`config.mk`:
```
export PLATFORM = sky130hd
export DESIGN_NAME = pamc_top
export DESIGN_NICKNAME = d
export VERILOG_FILES = /design/src/pamc_pkg.sv /design/src/pamc_top.sv
export VERILOG_INCLUDE_DIRS = /design/src /design/src/src
export SDC_FILE = /design/constraint.sdc
export NUM_CORES = 1
export LEC_CHECK = 0
export ABC_AREA = 1
export BUFFER_PORTS_ARGS = -buffer_cell sky130_fd_sc_hd__buf_2
export CAP_MARGIN = 20
export CORE_ASPECT_RATIO = 0.75
export CORE_UTILIZATION = 45
export DETAILED_ROUTE_END_ITERATION = 8
export PLACE_DENSITY = 0.83
export SLEW_MARGIN = 20
export SYNTH_ARGS = -nofsm -noshare
export SYNTH_HDL_FRONTEND = slang
export SYNTH_SLANG_ARGS = --single-unit
```
`constraint.sdc`:
```
create_clock -name core_clk -period 1.71 [get_ports core_clk]
set_input_delay 0.0855 -clock core_clk [delete_from_list [all_inputs] [get_ports core_clk]]
set_output_delay 0.0855 -clock core_clk [all_outputs]
set_load 0.05 [all_outputs]
```
`src/pamc_defs.svh`:
```
//
// Functional notes
// - Live and running HVAC groups writable while running.
// - Stopped-only groups reject writes while running.
// - Monitor group is always read-only.
// - Lock 0: drive limited set, program all but monitor.
// - Lock 1: only speed setpoints writable.
// - Drive: system/control visible only reset+display.
// - Drive: group four read-only except fifth entry.
// - Mode key acts only while stopped.
// - Motor runs only in drive mode.
// - Local: keypad sources, both source LEDs off.
// - Remote: run source per select, LED on.
// - Remote: frequency source per select, LED on.
// - Key function 1: local key acts as jog in drive mode only.
// - Key function 0: local key toggles remote.
// - Power-up enters drive mode directly.
`ifndef PAMC_DEFS_SVH
`define PAMC_DEFS_SVH

// ----------------------------------------------------------------
// Register offsets
// ----------------------------------------------------------------
`define PAMC_CFG_OFS      12'h000
`define PAMC_STAT_OFS     12'h004

// ----------------------------------------------------------------
// Field positions
// ----------------------------------------------------------------
`define PAMC_CFG_LOCK_BIT  0
`define PAMC_CFG_RUN_LSB   4
`define PAMC_CFG_FREQ_LSB  8
`define PAMC_CFG_KEYFN_BIT 12
`define PAMC_ST_PROG_BIT   0
`define PAMC_ST_REM_BIT    1
`define PAMC_ST_RUN_BIT    2
`define PAMC_ST_DRV_BIT    3

// ----------------------------------------------------------------
// Reset values and encodings
// ----------------------------------------------------------------
`define PAMC_LOCK_RST      1'b0
`define PAMC_SEL_RST       2'h0
`define PAMC_KEYFN_RST     1'b0
`define PAMC_SEL_TERMINAL  2'h1
`define PAMC_SEL_SERIAL    2'h2
`define PAMC_FIFTH_ENTRY   8'h05

// ----------------------------------------------------------------
// Key pin positions
// ----------------------------------------------------------------
`define PAMC_KEY_MODE      0
`define PAMC_KEY_LOCAL     1
`define PAMC_KEY_RESET     2
`define PAMC_KEY_DISPLAY   3

`endif

```
`src/pamc_pkg.sv`:
```
package pamc_pkg;

  // Parameter groups as seen by the parameter store.
  typedef enum logic [3:0] {
    speed_setpoint_group,
    live_tunable_group,
    system_setting_group,
    control_param_group,
    hvac_stopped_group_one,
    hvac_running_group_two,
    hvac_stopped_group_three,
    hvac_stopped_group_four,
    hvac_running_group_five,
    monitor_group
  } pamc_group_type;

  // Where a run or frequency command comes from.
  typedef enum logic [1:0] {
    src_keypad,
    src_terminal,
    src_serial
  } pamc_src_type;

  // Access request from the keypad editor.
  typedef struct packed {
    logic           valid;
    logic           write;
    pamc_group_type group;
    logic [7:0]     entry;
  } pamc_acc_req_type;

  // Answer to an access request.
  typedef struct packed {
    logic done;
    logic granted;
  } pamc_acc_rsp_type;

  // Command source selection and indicators.
  typedef struct packed {
    pamc_src_type run_src;
    pamc_src_type freq_src;
    logic         run_source_led;
    logic         freq_source_led;
  } pamc_route_type;

endpackage : pamc_pkg

```
`src/pamc_top.sv`:
```
`timescale 1ns/1ns
`include "pamc_defs.svh"

module pamc_top (
  input  wire logic                      core_clk,
  input  wire logic                      rstn,
  input  wire logic                      clk_en,
  input  wire logic                      hsel,
  input  wire logic [11:0]               haddr,
  input  wire logic [1:0]                htrans,
  input  wire logic                      hwrite,
  input  wire logic [2:0]                hsize,
  input  wire logic [31:0]               hwdata,
  input  wire logic                      hready,
  output logic                           hreadyout,
  output logic                           hresp,
  output logic [31:0]                    hrdata,
  input  wire logic [3:0]                key_pins,
  input  wire logic                      motor_running,
  input  wire pamc_pkg::pamc_acc_req_type acc_req,
  output pamc_pkg::pamc_acc_rsp_type     acc_rsp,
  output pamc_pkg::pamc_route_type       route,
  output logic                           program_mode,
  output logic                           drive_enable,
  output logic                           jog_pulse
);
  import pamc_pkg::*;

  // ----------------------------------------------------------------
  // State
  // ----------------------------------------------------------------
  typedef struct packed {
    logic [3:0]       key_s1;
    logic [3:0]       key_s2;
    logic [3:0]       key_p;
    logic             lock;
    logic [1:0]       run_sel;
    logic [1:0]       freq_sel;
    logic             key_fn;
    logic             prog;
    logic             remote;
    logic             drv_en;
    logic             jog;
    pamc_acc_rsp_type rsp;
    pamc_route_type   rt;
    logic             ap_wr;
    logic [11:0]      ap_addr;
    logic [31:0]      rdata;
  } pamc_state_type;

  pamc_state_type q;
  pamc_state_type d;

  logic [3:0] key_edge;
  logic       ap_valid;
  logic       may_write;
  logic       may_view;

  // ----------------------------------------------------------------
  // Permission decode
  // ----------------------------------------------------------------

  // Write permission for one group and entry in the present state.
  function automatic logic pamc_writable(
    input pamc_group_type grp,
    input logic [7:0]     ent,
    input logic           prog,
    input logic           lock,
    input logic           run
  );
    logic ok;
    ok = 1'b0;
    if (lock) begin
      ok = (grp == speed_setpoint_group);
    end else if (prog) begin
      unique case (grp)
        speed_setpoint_group,
        live_tunable_group,
        hvac_running_group_two,
        hvac_running_group_five: ok = 1'b1;
        system_setting_group,
        control_param_group,
        hvac_stopped_group_one,
        hvac_stopped_group_three,
        hvac_stopped_group_four: ok = !run;
        monitor_group:           ok = 1'b0;
        default:                 ok = 1'b0;
      endcase
    end else begin
      unique case (grp)
        speed_setpoint_group,
        live_tunable_group,
        hvac_running_group_two,
        hvac_running_group_five: ok = 1'b1;
        // The fifth entry stays a stopped-only setting even in drive mode.
        hvac_stopped_group_four: ok = (ent == `PAMC_FIFTH_ENTRY) && !run;
        default:                 ok = 1'b0;
      endcase
    end
    return ok;
  endfunction : pamc_writable

  // Display permission; system and control need both keys in drive mode.
  function automatic logic pamc_viewable(
    input pamc_group_type grp,
    input logic           prog,
    input logic           combo
  );
    logic ok;
    ok = 1'b1;
    if (!prog && (grp == system_setting_group || grp == control_param_group)) begin
      ok = combo;
    end
    if (grp > monitor_group) begin
      ok = 1'b0;
    end
    return ok;
  endfunction : pamc_viewable

  assign may_write = pamc_writable(acc_req.group, acc_req.entry, q.prog, q.lock,
                                   motor_running);
  assign may_view  = pamc_viewable(acc_req.group, q.prog,
                                   q.key_s2[`PAMC_KEY_RESET] &
                                   q.key_s2[`PAMC_KEY_DISPLAY]);

  // Rising edges look only at the second and third stages.
  assign key_edge = q.key_s2 & ~q.key_p;
  assign ap_valid = hsel & htrans[1] & hready;

  // ----------------------------------------------------------------
  // Next-state logic
  // ----------------------------------------------------------------

  // All state advances from one copy so that every output but hreadyout and hresp is a flop.
  always_comb begin
    d = q;

    // Key pins arrive from the membrane keypad, outside this clock.
    d.key_s1 = key_pins;
    d.key_s2 = q.key_s1;
    d.key_p  = q.key_s2;

    // A press while the motor turns is dropped, not remembered.
    if (key_edge[`PAMC_KEY_MODE] && !motor_running) begin
      d.prog = !q.prog;
    end

    // The local key is either a source toggle or a jog key.
    d.jog = 1'b0;
    if (key_edge[`PAMC_KEY_LOCAL]) begin
      if (q.key_fn) begin
        d.jog = !q.prog;
      end else begin
        d.remote = !q.remote;
      end
    end

    // Drive operation only outside program mode.
    d.drv_en = !d.prog;

    // Source routing and indicators follow the local or remote state.
    if (!d.remote) begin
      d.rt.run_src         = src_keypad;
      d.rt.freq_src        = src_keypad;
      d.rt.run_source_led  = 1'b0;
      d.rt.freq_source_led = 1'b0;
    end else begin
      d.rt.run_source_led  = 1'b1;
      d.rt.freq_source_led = 1'b1;
      unique case (q.run_sel)
        `PAMC_SEL_TERMINAL: d.rt.run_src = src_terminal;
        `PAMC_SEL_SERIAL:   d.rt.run_src = src_serial;
        default:            d.rt.run_src = src_keypad;
      endcase
      unique case (q.freq_sel)
        `PAMC_SEL_TERMINAL: d.rt.freq_src = src_terminal;
        `PAMC_SEL_SERIAL:   d.rt.freq_src = src_serial;
        default:            d.rt.freq_src = src_keypad;
      endcase
    end

    // Each request taken with clk_en high is answered one cycle later; a refusal stores nothing.
    d.rsp.done    = acc_req.valid;
    d.rsp.granted = acc_req.valid &
                    (acc_req.write ? may_write : may_view);

    // Bus data phase: configuration write lands here.
    if (q.ap_wr && q.ap_addr == `PAMC_CFG_OFS) begin
      d.lock     = hwdata[`PAMC_CFG_LOCK_BIT];
      d.run_sel  = hwdata[`PAMC_CFG_RUN_LSB +: 2];
      d.freq_sel = hwdata[`PAMC_CFG_FREQ_LSB +: 2];
      d.key_fn   = hwdata[`PAMC_CFG_KEYFN_BIT];
    end

    // Bus address phase; read data uses the updated copy so a read
    // right after a write sees the new value.
    d.ap_wr = 1'b0;
    if (ap_valid) begin
      d.ap_wr   = hwrite;
      d.ap_addr = {haddr[11:2], 2'b00};
      d.rdata   = 32'h0000_0000;
      if (!hwrite) begin
        if (haddr[11:2] == `PAMC_CFG_OFS >> 2) begin
          d.rdata[`PAMC_CFG_LOCK_BIT]       = d.lock;
          d.rdata[`PAMC_CFG_RUN_LSB +: 2]   = d.run_sel;
          d.rdata[`PAMC_CFG_FREQ_LSB +: 2]  = d.freq_sel;
          d.rdata[`PAMC_CFG_KEYFN_BIT]      = d.key_fn;
        end else if (haddr[11:2] == `PAMC_STAT_OFS >> 2) begin
          d.rdata[`PAMC_ST_PROG_BIT] = q.prog;
          d.rdata[`PAMC_ST_REM_BIT]  = q.remote;
          d.rdata[`PAMC_ST_RUN_BIT]  = motor_running;
          d.rdata[`PAMC_ST_DRV_BIT]  = q.drv_en;
        end
      end
    end
  end

  // ----------------------------------------------------------------
  // State register
  // ----------------------------------------------------------------

  // Power-up lands in drive mode, local sources, lock open.
  always_ff @(posedge core_clk or negedge rstn) begin
    if (!rstn) begin
      q          <= '0;
      q.lock     <= `PAMC_LOCK_RST;
      q.run_sel  <= `PAMC_SEL_RST;
      q.freq_sel <= `PAMC_SEL_RST;
      q.key_fn   <= `PAMC_KEYFN_RST;
      q.prog     <= 1'b0;
      q.drv_en   <= 1'b1;
    end else if (clk_en) begin
      q <= d;
    end
  end

  // ----------------------------------------------------------------
  // Outputs
  // ----------------------------------------------------------------

  // The slave never stalls and never errors, so ready stays high.
  assign hreadyout    = 1'b1;
  assign hresp        = 1'b0;
  assign hrdata       = q.rdata;
  assign acc_rsp      = q.rsp;
  assign route        = q.rt;
  assign program_mode = q.prog;
  assign drive_enable = q.drv_en;
  assign jog_pulse    = q.jog;

endmodule : pamc_top

```
==> run metrics, run 1 <==
Syn-to-layout area delta=13.3%; Syn. warnings=0; # DRC=0; mapped cell area=2540 um2; Yosys reg bits=46; MaxCap Viol Count=0; Antenna Cells=0; Root Driver=clkbuf_8; worst-path fanout max=7; Worst-Skew Late Latency=300 ps; Die W=88.7 um; Setup crit start=q[34]; initial DRC count=92; Final period util=77.7%; Post-Synth XOR/XNOR Area=0.345%; Vert. Die Dim=67.0 um; PortBufs=61; post-route core utilization=53.4%; Power Total=2.88 mW; Setup WS post-layout=382 ps; layout cells sized above 1=23.7%; number of setup buffers added after CTS=0; syn_area_per_cell=7.88 um2; commonest non-fill, non-tap cells in the layout=121 x nand2_1, 61 x buf_2, 45 x dfrtp_1, 25 x inv_1, 25 x conb_1; area fraction in compound gates after synthesis=6.66%; DP Worst Slack=410 ps; Core Area=5380 um2; area post-placement=2690 um2; Max Fclk=753 MHz; HP Class=in2reg; first-pass GRT wire length=7.97 mm; Top Ports=119; die area=5950 um2; crit path capture type=register; H-tree depth=2; Syn Inst Count=322; DRT Wirelength=4.93 mm; flop-to-flop setup slack=380 ps; Final ANT Viol Nets=0; Layout Cells excl Fill=451; Critical R2R Launch=q[34]; wire per inst=10.9 um; RePlAce Congestion=0.821; Cell variety after synth=29; Final Instance Area=2870 um2; row cnt=23; Fin Setup TNS=0 ps; commonest non-fill, non-tap cell in the layout=nand2_1; slew margin rel.=61.3%; Slew @ Worst Pin=580 ps; nets=449; Post-Synth Simple-Gate Area=29.1%; sequential share of the synthesized area=45.4%; Num CTS Buffers=5; total clock sinks=46; multiplexer share of the synthesized area=0%; Placed Cells=435; first drt pass iteration count=4; Worst Setup EP=q[60]; vias in the first global route=1,797; CTS tree=done; outcome=finished clean; pin count of the biggest net entering global routing=47; Peak VDD IR=480 uV; all-layer global routing usage=18.1%; vias=2,036; RSZ-0062 raised after global routing=no; final setup fails=0; worst flop-to-flop path endpoint=q[60]; adder and majority cell fraction of the synthesized area=0%; worst hold start=haddr[7]; Setup CP Type=reg2reg; WP data arrival=1510 ps; Clock Path Buffers=2; worst-case reg-to-reg path depth=7; Pwr Density=1000 nW/um2; hpwl dp=3.71 mm; antenna violations before repair=0; largest family of logic cells by synthesized area=simple AND/OR/NAND/NOR gates; Leak Pwr=1.62 nW; min cycle time layout=1330 ps; Final Skew=7.76 ps; Via density=4.51; Hold Vio Cnt, Final=0; Hold Slack=4.88 ps; Remaining Overflow, GRT=0; Initial Utilization=47.2%; clock slew at reported path FFs=80 ps; critical path launch point type=register; CP required=1890 ps; Max Slew Vio Count=0
## final cells by class
class	instances	area (um2)
clock inverters	1	30.0
multi-input cells	223	1010
flip-flops and latches	46	1150
clock buffers	7	76.3
well taps	75	93.8
fillers	541	2510
repair buffers	72	408
inverters	27	103
## logic make-up after synthesis
logic type / Yosys count
buffers and inverters: 76
AO/OA/AOI/OAI: 31
flip-flops: 46
AND/OR/NAND/NOR: 166
XOR/XNOR: 1
other: 2
## layer usage
layer  global-route usage, %  vias to the layer above  wire length [um]
li1                        -                     1027                 -
met1                    23.5                      944              2290
met2                    29.0                       61              2300
met3                    6.20                        4               300
met4                    4.03                        0                34
met5                       0                        -                 0
## worst min-delay path by stage
stage                     depth (start not counted)  slack, ps    endpoint
after floorplan                                   0       -210  acc_rsp[0]
after CTS                                         3        0.2       q[39]
after global placement                            2        200       q[35]
final                                             3          5       q[39]
after detailed placement                          2        210       q[42]
after global routing                              3         10  acc_rsp[1]
## worst max-delay path: stages (launching register included)
cell,delay (ps)
dfrtp_1,390
or2_4,270
nor2_8,180
nand2_4,100
nand2_1,80
nand2_1,60
nand2_1,70
o21ai_2,50
## Yosys cell counts
master	number	share of area, %
nor3_1	1	0.20
nand4_1	1	0.25
o21ai_2	3	1.0
a21oi_1	3	0.59
nand3b_1	1	0.30
clkinv_2	1	0.20
nor2_4	3	1.3
nor2_8	1	0.79
dfstp_2	1	1.0
inv_2	1	0.15
buf_4	45	13
conb_1	2	0.30
nor3_2	1	0.39
nand4_4	1	0.84
nand2_2	2	0.49
nand2_1	121	18
buf_2	4	0.79
nor2_1	17	2.5
nand2_4	1	0.44
or2_2	2	0.49
nand4_2	1	0.49
or2_4	1	0.35
nand3_1	12	2.4
o21ai_0	20	3.9
o21ai_1	4	0.79
dfrtp_1	45	44
xor2_1	1	0.35
inv_1	25	3.7
o21a_1	1	0.30
## where the power goes
part	switching, mW	internal (mW)
sequential	0.0901	1.23
clock	0.353	0.437
combinational	0.560	0.206
total	1.00	1.87
## what timing repair did
| action | CTS | global route |
|---|---|---|
| hold buffers | 8 | 0 |
| resized for setup | 0 | 0 |
| hold endpoints to repair | 52 | 0 |
| setup endpoints to repair | 0 | 0 |
## registers in the layout, indices dropped and copies added, names as in the netlist
name          flops
program_mode      1
hrdata            9
d                 8
route             4
acc_rsp           2
jog_pulse         1
q                20
drive_enable      1
Power figures use the tool's default switching activity.
==> run 2, diff against run 1 <==
ABC_AREA = 0   (was 1)
PLACE_DENSITY = 0.84   (was 0.83)
clock period = 1.28 ns   (was 1.71 ns; I/O delays follow)
==> run 2 against run 1 <==
  * The run now ends with setup timing left
  * Die area fell by 7.9%
  * Non-clock buffer count rose by 8
  * Synthesized cell count fell by 39%
  * Clock skew barely moved
  * Sequential power rose by 38%
  * Power rose by 33%
  * Largest cell class unchanged
  * Highest routed layer unchanged
==> run metrics, run 2 <==
CP top delay family=simple AND/OR/NAND/NOR gates; Post-synth EDFFs=0; initial DRC count=115; slowest CP cell=dfrtp_1; Via density=5.06; commonest non-fill, non-tap cell in the layout=buf_2; failing checks=setup timing; main flop type after synthesis=dfrtp_1; # DRC=0; worst hold start=haddr[5]; Pwr Density=1360 nW/um2; Layout Cells excl Fill=322; RSZ-0062 raised after global routing=yes; clock slew at reported path FFs=90 ps; WP data arrival=1640 ps; Root Driver=clkbuf_8; Peak VDD IR=1170 uV; area post-placement=2570 um2; die area=5470 um2; Post-synth top cells=45 x dfrtp_1, 42 x buf_4, 30 x mux2_2, 9 x nand2_1, 7 x inv_1; Max Slew Vio Count=0; Vert. Die Dim=64.3 um; row cnt=22; worst stage delay on the critical path=420 ps; pin count of the biggest net entering global routing=25; antenna violations before repair=0; worst-path fanout max=6; first-pass GRT wire length=7.83 mm; Top Ports=119; CP required=1450 ps; Area contributors post-synth=dfrtp_1 48%, mux2_2 14%, buf_4 14%; Setup CP Type=reg2reg; crit path capture type=register; Hold Vio Cnt, Final=0; H-tree depth=2; critical path launch point type=register; layout cells sized above 1=48.5%; Leak Pwr=1.39 nW; final setup fails=12; wire per inst=15.0 um; PortBufs=61; mapped cell area=2330 um2; Max Fclk=679 MHz; DRT Wirelength=4.84 mm; Setup crit start=q[41]; vias=1,628; fill count=440; Fin Setup TNS=-2100 ps; vias in the first global route=1,550; top-count cell post-synth=dfrtp_1; syn_area_per_cell=11.8 um2; Biggest register=q; min cycle time layout=1470 ps; RePlAce Congestion=0.834; Syn-to-layout area delta=20.3%; async set-reset flop share out of synthesis=100%; MaxCap Viol Count=0; Core Area=4930 um2; Remaining Overflow, GRT=0; HP Class=in2reg; cell breakdown of the critical path=nor4b_4, buf_4, nand3_4, mux2i_1, a31oi_1; CP Buf/Inv Count=1; Cell variety after synth=38; Num CTS Buffers=5; Yosys top cell area share=48.3%; Syn Inst Count=198; Yosys reg bits=46; Syn. warnings=0; Worst-Skew Late Latency=300 ps; Antenna Cells=0; Final ANT Viol Nets=0; DP Worst Slack=-298 ps; hpwl dp=3.56 mm; Placed Cells=305; Final Skew=8.24 ps; Critical R2R Launch=q[41]; Final Instance Area=2800 um2; Clock Path Buffers=2; Setup WS post-layout=-194 ps; area leader, netlist=dfrtp_1; first drt pass iteration count=4; nets=335; Final period util=115%; Initial Utilization=47.3%; Multi-input gate area=983 um2; all-layer global routing usage=18.8%; sequential share of the synthesized area=49.4%; CTS tree=done; Die W=85.1 um; commonest non-fill, non-tap cells in the layout=61 x buf_2, 44 x dfrtp_1, 30 x mux2_2, 25 x conb_1, 11 x buf_4; Storage cell area=1150 um2; total clock sinks=46; max FFs per register=20; Power Total=3.82 mW; outcome=finished, violations left
## run 2: cell count changes in the layout (fill, tap and decap cells not counted), moves of 3 or more
| cell | before | now |
|---|---|---|
| buf_4 | 3 | 11 |
| o2bb2ai_1 | 0 | 3 |
| a32o_1 | 0 | 3 |
| nor2_4 | 3 | 0 |
| o21ai_2 | 3 | 0 |
| xnor2_1 | 0 | 3 |
| nand3_1 | 12 | 1 |
| mux2i_1 | 0 | 6 |
| mux2_2 | 0 | 30 |
| nand2_1 | 121 | 8 |
| o21ai_0 | 20 | 1 |
| inv_1 | 25 | 7 |
| nor2_1 | 17 | 5 |
## run 2: final timing paths
kind	cells past startpoint	end	slack (ps)
setup / recovery	5	hrdata[0]	-190
hold / removal	2	q[37]	5
setup reg to reg	5	hrdata[0]	-190
hold reg to reg	1	hrdata[3]	500
max in group asynchronous	3	drive_enable	550
min in group asynchronous	2	hrdata[9]	200
## run 2: cells by family (layout without fill, tap and decap cells)
logic type                after synthesis  count (layout)  synth area share, %
other                                   2              25                0.322
muxes                                  36              36                 17.1
xor gates and xnor gates                3               3                 1.13
and+or+nand+nor                        35              35                 9.39
buffers and inverters                  54              95                 15.5
DFF                                    46              46                 49.4
AOI/OAI and AO/OA                      22              22                 7.19
## run 2: layer usage
layer	global-route usage [%]	vias to the layer above	share of wire, %
met2	29.0	67	46
met5	0	-	0
li1	-	758	-
met3	4.01	7	6.1
met4	6.57	0	1.3
met1	26.4	796	46
## run 2: what timing repair did
item | 4_1_cts | 5_1_grt
hold buffers | 6 | 0
setup buffers | 1 | 2
gates cloned | 0 | 0
gates resized for setup | 11 | 4
pin swaps | 4 | 6
endpoints found under the hold margin | 32 | 0
setup endpoints to repair | 14 | 16
## run 2: power breakdown
part | leakage [nW] | switching, mW | internal (mW)
clock network | 0.0452 | 0.494 | 0.386
registers | 0.588 | 0.161 | 1.65
logic | 0.757 | 0.732 | 0.392
total | 1.39 | 1.39 | 2.43
## run 2: area by class of cell
type / count / share of cell area, %
Multi-Input combinational cell: 121 / 35.1
Timing Repair Buffer: 80 / 17.1
Inverter: 7 / 0.937
Clock buffer: 6 / 2.59
Sequential cell: 46 / 41.1
Tap cell: 60 / 2.68
Clock inverter: 2 / 0.491
## run 2: per-stage QoR
step                hold WS (ps)  util, %
floorplan                   -232        -
global placement          -0.484     52.3
detailed placement          5.51     52.3
CTS                         3.62     56.1
global route                12.1     56.9
finish                      5.15     56.9
